===== src/logic/mcs_pkg.sv =====
`default_nettype none
package mcs_pkg;

   // ==========================================================
   // Register map and bus widths.
   localparam int          ADDR_W              = 8;
   localparam int          DATA_W              = 8;
   localparam logic [7:0]  ADDR_CLOCK_MODE     = 8'h00;
   localparam logic [7:0]  ADDR_STAB_TIME_SEL  = 8'h01;
   localparam logic [7:0]  ADDR_OSC_RUN        = 8'h02;
   localparam logic [7:0]  ADDR_STAB_STATUS    = 8'h03;
   localparam logic [7:0]  ADDR_SYS_CLOCK      = 8'h04;

   // ==========================================================
   // Field positions.
   localparam int          MODE_EXT_INPUT_BIT  = 7;
   localparam int          MODE_PIN_SEL_BIT    = 6;
   localparam int          MODE_GAIN_BIT       = 0;
   localparam int          RUN_MAIN_STOP_BIT   = 7;
   localparam int          RUN_INT_STOP_BIT    = 0;
   localparam int          SYS_SELECT_BIT      = 4;
   localparam int          SYS_STATUS_BIT      = 5;
   localparam int          STAB_SEL_W          = 3;

   // ==========================================================
   // Reset values.
   localparam logic [7:0]  CLOCK_MODE_RST      = 8'h00;
   localparam logic [2:0]  STAB_TIME_SEL_RST   = 3'h7;
   localparam logic [7:0]  OSC_RUN_RST         = 8'h80;
   localparam logic [7:0]  ZERO_BYTE           = 8'h00;

   // ==========================================================
   // Stabilisation counter: flag thresholds are powers of two of
   // oscillator edges; index 7 of the status byte is the shortest.
   localparam int          STAB_CNT_W          = 19;
   localparam int          STAB_EXP [8]        = '{18, 17, 15, 13, 11, 10, 9, 8};

   // ==========================================================
   // Timing of the source changeover.
   localparam int          CLK_MHZ             = 50;
   localparam int          SWITCH_HOLD_NS      = 40;
   localparam int          SWITCH_HOLD_CYC_RAW = (SWITCH_HOLD_NS * CLK_MHZ + 999) / 1000;
   localparam int          SWITCH_HOLD_CYC     = (SWITCH_HOLD_CYC_RAW < 1) ? 1 : SWITCH_HOLD_CYC_RAW;
   localparam int          SWITCH_GAP_CYC      = 1;
   localparam int          SWITCH_CNT_W        = 4;
   localparam logic [3:0]  SWITCH_TOTAL        = 4'(SWITCH_HOLD_CYC + SWITCH_GAP_CYC);
   localparam logic [3:0]  SWITCH_GAP_AT       = 4'(SWITCH_GAP_CYC);

   // ==========================================================
   // Flash operation mode codes.
   localparam logic [1:0]  FLASH_LOW_SPEED     = 2'b10;
   localparam logic [1:0]  FLASH_HIGH_SPEED    = 2'b11;

   typedef struct packed {
      logic       external_input_select;
      logic       oscillator_pin_select;
      logic [4:0] unused;
      logic       high_gain_select;
   } mcs_mode_t;

   typedef struct packed {
      logic [ADDR_W-1:0] addr;
      logic [DATA_W-1:0] wdata;
      logic              wr;
      logic              rd;
   } mcs_bus_req_t;

   typedef enum logic [1:0] {
      SW_INTERNAL    = 2'b00,
      SW_TO_EXTERNAL = 2'b01,
      SW_EXTERNAL    = 2'b10,
      SW_TO_INTERNAL = 2'b11
   } mcs_sw_state_t;

   // Count has reached two to the power of the given exponent.
   function automatic logic stab_reached(input logic [STAB_CNT_W-1:0] cnt, input int e);
      stab_reached = |(cnt >> e);
   endfunction

endpackage
`default_nettype wire


===== src/logic/mcs_main_clock_switch.sv =====
// Overview of operation
// - After reset, CPU runs on internal oscillator; external paths stopped.
// - Mode bit 6 enables clock pins; bit 7 picks crystal or external clock.
// - Mode register takes exactly one 8-bit write after reset.
// - Three-bit stabilisation time select field in bits 2 to 0.
// - Clearing run-control bit 7 starts crystal or enables external clock input.
// - Read-only counter status shows elapsed-count flags in bits 7 to 0.
// - System clock bit 4 selects high-speed clock; bit 5 reports active source.
// - Halt instruction enters HALT from either clock state.
// - Flash code 10 is low-speed mode, 11 is high-speed mode.
// - Stopped external path leaves its pins in input port mode.
// - Switch runs on old source a few clocks; status follows afterwards.
// - Run-control bit 0 stops internal oscillator when set, runs it when clear.
`timescale 1ns/1ps
`default_nettype none
module mcs_main_clock_switch
   import mcs_pkg::*;
(
   input  wire logic              clk_i,
   input  wire logic              rst_i,
   input  wire logic [ADDR_W-1:0] addr_i,
   input  wire logic [DATA_W-1:0] wdata_i,
   input  wire logic              wr_i,
   input  wire logic              rd_i,
   output logic      [DATA_W-1:0] rdata_o,
   input  wire logic              osc_pin_i,
   input  wire logic [1:0]        flash_mode_code_i,
   input  wire logic              halt_exec_i,
   input  wire logic              wake_i,
   output logic                   internal_osc_run_o,
   output logic                   crystal_amp_enable_o,
   output logic                   high_gain_select_o,
   output logic                   ext_clock_input_enable_o,
   output logic                   pin_input_port_mode_o,
   output logic                   osc_stable_o,
   output logic                   cpu_gate_internal_o,
   output logic                   cpu_gate_external_o,
   output logic                   cpu_halt_o,
   output logic                   flash_low_speed_o,
   output logic                   flash_high_speed_o,
   output logic                   mode_write_refused_o
);

   mcs_bus_req_t          req;
   mcs_mode_t             clock_mode_control;
   logic                  mode_written;
   logic [STAB_SEL_W-1:0] stabilization_time_select;
   logic                  main_oscillator_stop;
   logic                  internal_oscillator_stop;
   logic                  main_clock_select;
   logic                  main_clock_status;
   logic [7:0]            stabilization_counter_status;
   logic                  ext_path_run;
   logic                  gate_int;
   logic                  gate_ext;
   logic [DATA_W-1:0]     next_rdata;

   assign req = '{addr:  addr_i,
                  wdata: wdata_i,
                  wr:    wr_i,
                  rd:    rd_i};

   // ==========================================================
   // Write strobe aimed at one register.
   // One shared compare keeps the register decodes from drifting apart.
   function automatic logic wr_hit(input mcs_bus_req_t r, input logic [ADDR_W-1:0] a);
      wr_hit = r.wr && (r.addr == a);
   endfunction

   // ==========================================================
   // Clock mode register.
   // single write only.
   // Later writes are dropped so a runaway program cannot retune the pins.
   always_ff @(posedge clk_i or posedge rst_i) begin
      if (rst_i) begin
         clock_mode_control <= mcs_mode_t'(CLOCK_MODE_RST);
      end else if (wr_hit(req, ADDR_CLOCK_MODE) && !mode_written) begin
         clock_mode_control <= mcs_mode_t'(req.wdata);
      end
   end

   always_ff @(posedge clk_i or posedge rst_i) begin
      if (rst_i) begin
         mode_written <= 1'b0;
      end else if (wr_hit(req, ADDR_CLOCK_MODE)) begin
         mode_written <= 1'b1;
      end
   end

   always_ff @(posedge clk_i or posedge rst_i) begin
      if (rst_i) begin
         mode_write_refused_o <= 1'b0;
      end else begin
         mode_write_refused_o <= wr_hit(req, ADDR_CLOCK_MODE) && mode_written;
      end
   end

   // ==========================================================
   // stabilisation select field.
   always_ff @(posedge clk_i or posedge rst_i) begin
      if (rst_i) begin
         stabilization_time_select <= STAB_TIME_SEL_RST;
      end else if (wr_hit(req, ADDR_STAB_TIME_SEL)) begin
         stabilization_time_select <= req.wdata[STAB_SEL_W-1:0];
      end
   end

   // ==========================================================
   // Run control register.
   // reset oscillator state.
   always_ff @(posedge clk_i or posedge rst_i) begin
      if (rst_i) begin
         main_oscillator_stop     <= OSC_RUN_RST[RUN_MAIN_STOP_BIT];
         internal_oscillator_stop <= OSC_RUN_RST[RUN_INT_STOP_BIT];
      end else if (wr_hit(req, ADDR_OSC_RUN)) begin
         main_oscillator_stop     <= req.wdata[RUN_MAIN_STOP_BIT];
         internal_oscillator_stop <= req.wdata[RUN_INT_STOP_BIT];
      end
   end

   // ==========================================================
   // System clock control register.
   // select bit write.
   always_ff @(posedge clk_i or posedge rst_i) begin
      if (rst_i) begin
         main_clock_select <= 1'b0;
      end else if (wr_hit(req, ADDR_SYS_CLOCK)) begin
         main_clock_select <= req.wdata[SYS_SELECT_BIT];
      end
   end

   // ==========================================================
   // Oscillator and pin control.
   // start external path.
   assign ext_path_run = clock_mode_control.oscillator_pin_select && !main_oscillator_stop;

   always_ff @(posedge clk_i or posedge rst_i) begin
      if (rst_i) begin
         crystal_amp_enable_o <= 1'b0;
      end else begin
         crystal_amp_enable_o <= ext_path_run && !clock_mode_control.external_input_select;
      end
   end

   always_ff @(posedge clk_i or posedge rst_i) begin
      if (rst_i) begin
         ext_clock_input_enable_o <= 1'b0;
      end else begin
         ext_clock_input_enable_o <= ext_path_run && clock_mode_control.external_input_select;
      end
   end

   // The gain stage is useless with a driven clock, so it stays off then.
   always_ff @(posedge clk_i or posedge rst_i) begin
      if (rst_i) begin
         high_gain_select_o <= 1'b0;
      end else begin
         high_gain_select_o <= clock_mode_control.high_gain_select &&
                               !clock_mode_control.external_input_select;
      end
   end

   always_ff @(posedge clk_i or posedge rst_i) begin
      if (rst_i) begin
         pin_input_port_mode_o <= 1'b1;
      end else begin
         pin_input_port_mode_o <= !ext_path_run;
      end
   end

   always_ff @(posedge clk_i or posedge rst_i) begin
      if (rst_i) begin
         internal_osc_run_o <= 1'b1;
      end else begin
         internal_osc_run_o <= !internal_oscillator_stop;
      end
   end

   // ==========================================================
   // Stabilisation counter.
   mcs_stab_counter u_stab (
      .clk_i      (clk_i),
      .rst_i      (rst_i),
      .osc_run_i  (ext_path_run),
      .osc_pin_i  (osc_pin_i),
      .stab_sel_i (stabilization_time_select),
      .flags_o    (stabilization_counter_status),
      .stable_o   (osc_stable_o)
   );

   // ==========================================================
   // Source changeover.
   mcs_source_switch u_switch (
      .clk_i             (clk_i),
      .rst_i             (rst_i),
      .select_external_i (main_clock_select),
      .gate_internal_o   (gate_int),
      .gate_external_o   (gate_ext),
      .status_external_o (main_clock_status)
   );

   // internal gate follows oscillator.
   // A stopped source never gates the CPU clock on.
   always_ff @(posedge clk_i or posedge rst_i) begin
      if (rst_i) begin
         cpu_gate_internal_o <= 1'b1;
      end else begin
         cpu_gate_internal_o <= gate_int && !internal_oscillator_stop && !cpu_halt_o;
      end
   end

   always_ff @(posedge clk_i or posedge rst_i) begin
      if (rst_i) begin
         cpu_gate_external_o <= 1'b0;
      end else begin
         cpu_gate_external_o <= gate_ext && ext_path_run && !cpu_halt_o;
      end
   end

   // ==========================================================
   // halt entry.
   // Wake wins over a halt in the same cycle so a pending event is not slept through.
   always_ff @(posedge clk_i or posedge rst_i) begin
      if (rst_i) begin
         cpu_halt_o <= 1'b0;
      end else if (wake_i) begin
         cpu_halt_o <= 1'b0;
      end else if (halt_exec_i) begin
         cpu_halt_o <= 1'b1;
      end
   end

   // ==========================================================
   // flash mode decode.
   always_ff @(posedge clk_i or posedge rst_i) begin
      if (rst_i) begin
         flash_low_speed_o <= 1'b0;
      end else begin
         flash_low_speed_o <= flash_mode_code_i == FLASH_LOW_SPEED;
      end
   end

   always_ff @(posedge clk_i or posedge rst_i) begin
      if (rst_i) begin
         flash_high_speed_o <= 1'b0;
      end else begin
         flash_high_speed_o <= flash_mode_code_i == FLASH_HIGH_SPEED;
      end
   end

   // ==========================================================
   // Register read.
   // status read.
   always_comb begin
      next_rdata = ZERO_BYTE;
      case (req.addr)
         ADDR_CLOCK_MODE: begin
            next_rdata = DATA_W'(clock_mode_control);
         end
         ADDR_STAB_TIME_SEL: begin
            next_rdata[STAB_SEL_W-1:0] = stabilization_time_select;
         end
         ADDR_OSC_RUN: begin
            next_rdata[RUN_MAIN_STOP_BIT] = main_oscillator_stop;
            next_rdata[RUN_INT_STOP_BIT]  = internal_oscillator_stop;
         end
         ADDR_STAB_STATUS: begin
            next_rdata = stabilization_counter_status;
         end
         ADDR_SYS_CLOCK: begin
            next_rdata[SYS_SELECT_BIT] = main_clock_select;
            next_rdata[SYS_STATUS_BIT] = main_clock_status;
         end
         default: next_rdata = ZERO_BYTE;
      endcase
   end

   always_ff @(posedge clk_i or posedge rst_i) begin
      if (rst_i) begin
         rdata_o <= ZERO_BYTE;
      end else if (req.rd) begin
         rdata_o <= next_rdata;
      end else begin
         rdata_o <= ZERO_BYTE;
      end
   end

endmodule // mcs_main_clock_switch
`default_nettype wire


===== src/logic/mcs_stab_counter.sv =====
`timescale 1ns/1ps
`default_nettype none
module mcs_stab_counter
   import mcs_pkg::*;
(
   input  wire logic                  clk_i,
   input  wire logic                  rst_i,
   input  wire logic                  osc_run_i,
   input  wire logic                  osc_pin_i,
   input  wire logic [STAB_SEL_W-1:0] stab_sel_i,
   output logic      [7:0]            flags_o,
   output logic                       stable_o
);

   logic                  sync1;
   logic                  sync2;
   logic                  sync3;
   logic                  level;
   logic [STAB_CNT_W-1:0] count;

   // ==========================================================
   // Pin synchroniser with agreement filter.
   always_ff @(posedge clk_i or posedge rst_i) begin
      if (rst_i) begin
         sync1 <= 1'b0;
         sync2 <= 1'b0;
         sync3 <= 1'b0;
      end else begin
         sync1 <= osc_pin_i;
         sync2 <= sync1;
         sync3 <= sync2;
      end
   end

   always_ff @(posedge clk_i or posedge rst_i) begin
      if (rst_i) begin
         level <= 1'b0;
      end else if (sync2 == sync3) begin
         level <= sync3;
      end
   end

   // ==========================================================
   // clear when stopped.
   // Saturates so the flags never fall back after a long wait.
   always_ff @(posedge clk_i or posedge rst_i) begin
      if (rst_i) begin
         count <= '0;
      end else if (!osc_run_i) begin
         count <= '0;
      end else if (sync2 == sync3 && sync3 && !level && !(&count)) begin
         count <= count + 1'b1;
      end
   end

   always_ff @(posedge clk_i or posedge rst_i) begin
      if (rst_i) begin
         flags_o <= ZERO_BYTE;
      end else begin
         for (int i = 0; i < 8; i++) begin
            flags_o[i] <= stab_reached(count, STAB_EXP[i]);
         end
      end
   end

   always_ff @(posedge clk_i or posedge rst_i) begin
      if (rst_i) begin
         stable_o <= 1'b0;
      end else begin
         stable_o <= stab_reached(count, STAB_EXP[3'(7) - stab_sel_i]);
      end
   end

endmodule // mcs_stab_counter
`default_nettype wire


===== src/logic/mcs_source_switch.sv =====
`timescale 1ns/1ps
`default_nettype none
module mcs_source_switch
   import mcs_pkg::*;
(
   input  wire logic clk_i,
   input  wire logic rst_i,
   input  wire logic select_external_i,
   output logic      gate_internal_o,
   output logic      gate_external_o,
   output logic      status_external_o
);

   mcs_sw_state_t                state;
   mcs_sw_state_t                next_state;
   logic [SWITCH_CNT_W-1:0]      cnt;

   // ==========================================================
   // delayed changeover.
   always_comb begin
      next_state = state;
      case (state)
         SW_INTERNAL: begin
            if (select_external_i) next_state = SW_TO_EXTERNAL;
         end
         SW_TO_EXTERNAL: begin
            if (cnt == '0) next_state = SW_EXTERNAL;
         end
         SW_EXTERNAL: begin
            if (!select_external_i) next_state = SW_TO_INTERNAL;
         end
         SW_TO_INTERNAL: begin
            if (cnt == '0) next_state = SW_INTERNAL;
         end
         default: next_state = SW_INTERNAL;
      endcase
   end

   always_ff @(posedge clk_i or posedge rst_i) begin
      if (rst_i) begin
         state <= SW_INTERNAL;
      end else begin
         state <= next_state;
      end
   end

   always_ff @(posedge clk_i or posedge rst_i) begin
      if (rst_i) begin
         cnt <= '0;
      end else if (state != next_state && (next_state == SW_TO_EXTERNAL ||
                                           next_state == SW_TO_INTERNAL)) begin
         cnt <= SWITCH_TOTAL - 1'b1;
      end else if (cnt != '0) begin
         cnt <= cnt - 1'b1;
      end
   end

   // ==========================================================
   // break before make.
   // The old gate drops before the new one rises, so no runt pulse.
   always_ff @(posedge clk_i or posedge rst_i) begin
      if (rst_i) begin
         gate_internal_o <= 1'b1;
         gate_external_o <= 1'b0;
      end else begin
         // On entry the count is not loaded yet, so the old gate is kept then.
         gate_internal_o <= (next_state == SW_INTERNAL) ||
                            (next_state == SW_TO_EXTERNAL &&
                             (state != SW_TO_EXTERNAL || cnt > SWITCH_GAP_AT));
         gate_external_o <= (next_state == SW_EXTERNAL) ||
                            (next_state == SW_TO_INTERNAL &&
                             (state != SW_TO_INTERNAL || cnt > SWITCH_GAP_AT));
      end
   end

   always_ff @(posedge clk_i or posedge rst_i) begin
      if (rst_i) begin
         status_external_o <= 1'b0;
      end else begin
         status_external_o <= (next_state == SW_EXTERNAL) || (next_state == SW_TO_INTERNAL);
      end
   end

endmodule // mcs_source_switch
`default_nettype wire


===== config.mk =====
export PLATFORM = sky130hd
export DESIGN_NAME = mcs_main_clock_switch
export DESIGN_NICKNAME = d
export VERILOG_FILES = /design/src/logic/mcs_pkg.sv /design/src/logic/mcs_main_clock_switch.sv /design/src/logic/mcs_stab_counter.sv /design/src/logic/mcs_source_switch.sv
export SDC_FILE = /design/constraint.sdc
export NUM_CORES = 1
export LEC_CHECK = 0
export CORE_MARGIN = 5
export CORE_UTILIZATION = 29
export CTS_CLUSTER_SIZE = 10
export DETAILED_ROUTE_END_ITERATION = 10
export DONT_BUFFER_PORTS = 1
export PLACE_DENSITY = 0.42
export SYNTH_ARGS = -nofsm -noshare
export SYNTH_HDL_FRONTEND = slang
export SYNTH_SLANG_ARGS = --single-unit

===== constraint.sdc =====
create_clock -name clk_i -period 2 [get_ports clk_i]
set_input_delay 0.2 -clock clk_i [delete_from_list [all_inputs] [get_ports clk_i]]
set_output_delay 0.2 -clock clk_i [all_outputs]
set_load 0.02 [all_outputs]

**Yosys cells after proc, flatten, opt, wreduce, memory -nomap -nowiden**

Memories as Yosys holds them, arrays and structs flattened.
Index checks and enable logic that the tools add are counted.
Widths: inputs -> output; s select.

- Bitwise logic cells: 1
- Equal/unequal tests: 17
- Add/subtract/negate cells: 3
- Multiplexer cells: 20
- Reductions and logical operators: 50
- Shift-type cells: 1
- Magnitude comparators: 2

Operator list:

| cell | number |
|---|---|
| $mux 32 | 2 |
| $mux 19 | 2 |
| $shr 19x32->19 | 1 |
| $logic_and 1x1->1 | 20 |
| $add 19x1->19 const B | 1 |
| $reduce_and 19->1 | 1 |
| $reduce_or 19->1 | 1 |
| $eq 8x2->1 const B | 2 |
| $eq 2x2->1 const B | 6 |
| $pmux 2 s3 | 2 |
| $reduce_or 11->1 | 1 |
| $reduce_or 10->1 | 1 |
| $reduce_or 9->1 | 1 |
| $eq 8x1->1 const B | 1 |
| $eq 8x3->1 const B | 1 |
| $logic_not 1->1 | 8 |
| $logic_not 8->1 | 1 |
| $mux 2 | 4 |
| $mux 4 | 2 |
| $mux 8 | 1 |
| $pmux 2 s4 | 1 |
| $reduce_or 8->1 | 1 |
| $logic_or 1x1->1 | 6 |
| $reduce_or 6->1 | 1 |
| other kinds (20) | 26 |

- Memories: 1
- Logic and storage cells: 128
- Register bits: 75
- Output and inout bits: 20
- Bits in read-only memories: 256

Memories:

| memory | words | bits a word | read ports | clocked after memory_dff | write ports | RTL line | source |
|---|---|---|---|---|---|---|---|
| (name not given) | 8 | 32 | 1 | 0 | 0 | mcs_stab_counter.sv:70 | `stable_o <= stab_reached(count, STAB_EXP[3'(7) - stab_sel_i]);` |

**Longest topological paths before layout**

- Word-level depth: 7
- Depth in mapped cells: 6
- Gate-level depth less buffers: 6

**By module**

A second synthesis with hierarchy kept.

- Cell total of the unflattened synthesis: 298
- Area total of the unflattened synthesis: 3,397.0 µm²

By module, submodules not included:

| module | times used | area an instance (µm²) | cells each |
|---|---|---|---|
| mcs_stab_counter | 1 | 1,566.5 | 158 |
| mcs_main_clock_switch | 1 | 1,402.6 | 101 |
| mcs_source_switch | 1 | 427.9 | 39 |

**Worst setup path after synthesis**

No wires, ideal clock.

- Path type: flip-flop to flip-flop
- Start: register u_stab.count[15]
- End: register u_stab.flags_o[7]
- Arrival: 1.992 ns
- Path buffers: 0
- Path slack: -0.130 ns
- Stages on the path, launching flop included: 5
- Required time: 1.861 ns
- Cells stage by stage: dfrtp_1 > or4_4 > or3_4 > or3_4 > or4_1

- Cells in the longest elaborated chain, start to end: 1

Ends and longest elaborated chain:

| what | RTL line | source |
|---|---|---|
| start: declaration | mcs_stab_counter.sv:19 | `logic [STAB_CNT_W-1:0] count;` |
| start signal: assignment | mcs_stab_counter.sv:52 | `count <= count + 1'b1;` |
| $reduce_or 11->1 | mcs_pkg.sv:77 | `stab_reached = \|(cnt >> e);` |
| end signal: indexed assignment | mcs_stab_counter.sv:61 | `flags_o[i] <= stab_reached(count, STAB_EXP[i]);` |
| end: declaration | mcs_stab_counter.sv:11 | `output logic [7:0] flags_o,` |

No other way between the ends.
A chain may end at the register's enable or synchronous reset.

**Worst setup path in the final report**

- Start: register u_stab.count[18]
- End: register u_stab.flags_o[7]

Same word-level chain as after synthesis.

==> impl_metrics.ini <==
[place]
port-buffer-count = 0
gp_congestion = 0.772
placed_cell_area_sq_um = 3840
dp_hpwl_mm = 5.91

[floorplan]
die_area_sq_um = 14300
io_pins = 45
coreArea_sq_um = 11900
die_y_um = 120
die_x_um = 120
rows = 40
start_util_pct = 29.3

[setup_path]
cp.required_ps = 2200
cp_cell_sequence = or4_4 -> or3_4 -> or3_4 -> or4_4
start_kind = register
endpoint_kind = register
cp_num_buf_inv = 0
crit_family = simple AND/OR/NAND/NOR gates
cpPeakStageDelay_ps = 530
crit_fanout = 3
cp.arrival_ps = 2320
crit_type = reg2reg
critPathSlowestCell = or4_4

[synth]
ys_seq_area_share_pct = 54.2
syn_nets = 349
synth_seq_cells = 75
ys.flop_type = dfrtp_1
synth_warnings = 0
async_flop_share_pct = 100
synth_area_leader_cell = dfrtp_1
synth-edff-count = 0
synthDistinctLibCells = 54
synth_area_leaders = dfrtp_1 48%, mux2_2 6.5%, dfstp_2 6.0%
synth_top_area_share_pct = 48.2
syn_area_sq_um = 3480
avgSynthCellArea_sq_um = 10.9
netlist_instances = 320

[timing]
fin_crit_sh_pct = 106
setup_violations = 3
clock_skew_ps = 6.86
fmax_mhz = 471
hold_violations = 0
setup_slack_ps = -121
fin_setup_tns_ps = -299
period_minus_slack_ps = 2120
rsz0062_at_grt = yes
worst_pin_slew_ps = 590
drv_slew = 0
max_slew_margin_pct = 60.6

[pwr]
peakVddDrop_mv = 0.396
total_leakage_power_nw = 1.86
p_per_area_nw_per_um2 = 895

[final_layout]
stdcell_area_sq_um = 4290
drive_gt1_share_pct = 24.4
fin_util_pct = 36.1
insertedDiodeCount = 0
nets = 389
syn_to_final_growth_pct = 23.2

[cts]
clock-root-buffer = clkbuf_16
clk-insertion-delay-late_ps = 330
cts_tree = yes
path_clk_slew_ps = 60
cts_max_level = 3
clock_sinks = 75
cts_buffers = 9
clock_path_buffers = 2

[route]
num_vias = 2579
via_per_inst = 5.04
first_pass_iters = 4
drtAntennaViolNets = 0
dr.first_iter.drc_count = 179
drt_wl_total_mm = 7.96
wl_per_cell_um = 15.6
drc = 0

[grt]
grt_max_degree = 31
overflow = 0
grt_pass1_wl_mm = 13.5
antenna_found_initial = 0
grt_pass1_vias = 2569
grt_usage_pct = 11.9

[job]
maxCapViolations = 0

[worst_hold_path]
worstHoldPathType = in2reg

[status]
violations = setup timing
outcome = finished with violations
-- worst register-to-register path, cell delays in order, from the launching register on --
cell and delay (ps):
dfrtp_1 370, or4_4 530, or3_4 340, or3_4 340
or4_4 410
-- cells by family after synthesis --
| group | Yosys count | synth area share [%] |
|---|---|---|
| flip-flops | 75 | 54.2 |
| adder cells (fa/ha/maj) | 4 | 1.44 |
| multiplexers | 29 | 9.42 |
| XOR/XNOR | 5 | 1.26 |
| AO/OA/AOI/OAI | 58 | 11.1 |
| AND/OR/NAND/NOR | 125 | 20.0 |
| buffers and inverters | 24 | 2.59 |
-- metal layers --
layer	share of wire (%)	GRT usage, %	routed length [um]	up-vias
met1	46	15.3	3680	1256
met2	48	19.2	3800	71
met5	0	0	0	-
li1	-	-	-	1248
met4	0.63	3.44	50	0
met3	5.3	4.05	424	4
-- placed cells by master, fill, tap and decap left out, types with 3 or more instances in the layout --
cell type	synthesis	layout
ha_1	4	4
mux2_2	20	20
mux2i_1	8	8
clkinvlp_4	0	3
or4_1	4	3
nor4_1	4	4
and2_1	5	5
a31oi_1	6	6
nor2_1	24	24
nand2b_1	5	5
a21oi_1	14	14
nand3b_1	4	4
xnor2_1	4	4
a211oi_1	4	4
nand2_1	29	29
nand3_1	8	8
or3b_2	4	4
nor2b_1	5	5
buf_4	0	30
nand4_1	7	7
dfrtp_1	67	67
o21ai_0	12	12
or3_1	6	6
a22oi_1	4	4
inv_1	10	9
clkbuf_16	0	9
or2_2	3	3
dfstp_2	8	8
nor3_1	4	4
dlygate4sd3_1	0	12
-- power breakdown --
part / total [mW] / switching (mW) / leakage [nW] / internal [mW]
logic: 0.438 / 0.219 / 0.731 / 0.218
clock network: 1.61 / 0.614 / 0.145 / 0.999
registers: 1.79 / 0.122 / 0.987 / 1.66
-- area by class of cell --
cell class / count / area, sq um
Timing Repair Buffer: 43 / 365
Multi-Input combinational cell: 221 / 1510
Fill cell: 1138 / 7580
Inverter: 10 / 41.3
Clock buffer: 10 / 239
Clock inverter: 6 / 63.8
Tap cell: 147 / 184
Sequential cell: 75 / 1890
-- metrics by stage --
step	cells	total power, mW	hold slack [ps]	worst slack [ps]
2_1_floorplan	320	2.14	231	-124
3_3_place_gp	481	2.23	167	-102
3_5_place_dp	481	2.24	173	-143
4_1_cts	506	3.90	0.485	-123
5_1_grt	512	4.06	0.140	-172
6_report	512	3.84	18.6	-121
-- synthesized netlist by cell type, types with 2 or more instances --
cell type  count
dfstp_2        8
a41o_1         2
o211ai_1       2
nand4_1        7
ha_1           4
mux2_2        20
nor4_1         4
nand2b_1       5
inv_1         10
or2_2          3
a22oi_1        4
a21oi_1       14
nand3_1        8
and3_1         2
or3_4          2
and3b_1        2
a31oi_1        6
or3b_2         4
and2_1         5
nor2_1        24
nand3b_1       4
or4_1          4
and4_1         2
nor2b_1        5
clkbuf_1      12
or3_1          6
xnor2_1        4
o21ai_0       12
mux2i_1        8
buf_1          2
nor3_1         4
nand2_1       29
nor3b_1        2
dfrtp_1       67
a211oi_1       4
-- sequential cells by signal (all words and copies together) (netlist names), 2 cells and up --
name	flops
clock_mode_control	8
rdata_o	8
stabilization_time_select	3
u_stab.flags_o	8
u_stab.count	19
u_switch.state	2
u_switch.cnt	4
-- path summary, 6_finish.rpt --
check                                              from                           endpoint  slack (ps)  depth (start not counted)
min in group asynchronous                         rst_i        u_stab.count[2]$_DFFE_PP0P_         410                          2
max in group asynchronous                         rst_i    pin_input_port_mode_o$_DFF_PP1_         900                          3
hold reg to reg                  u_stab.sync1$_DFF_PP0_             u_stab.sync2$_DFF_PP0_         350                          0
hold / removal                               wdata_i[7]  clock_mode_control[7]$_DFFE_PP0P_          20                          1
setup / recovery           u_stab.count[18]$_DFFE_PP0P_        u_stab.flags_o[7]$_DFF_PP0_        -120                          4
setup reg to reg           u_stab.count[18]$_DFFE_PP0P_        u_stab.flags_o[7]$_DFF_PP0_        -120                          4
-- repair_timing --
item,CTS,global route
resized for setup,0,1
pin swaps,1,1
hold buffers,7,5
endpoints found under the hold margin,24,4
endpoints found under the setup margin,3,3
setup buffers,2,1
Power figures use the tool's default switching activity.
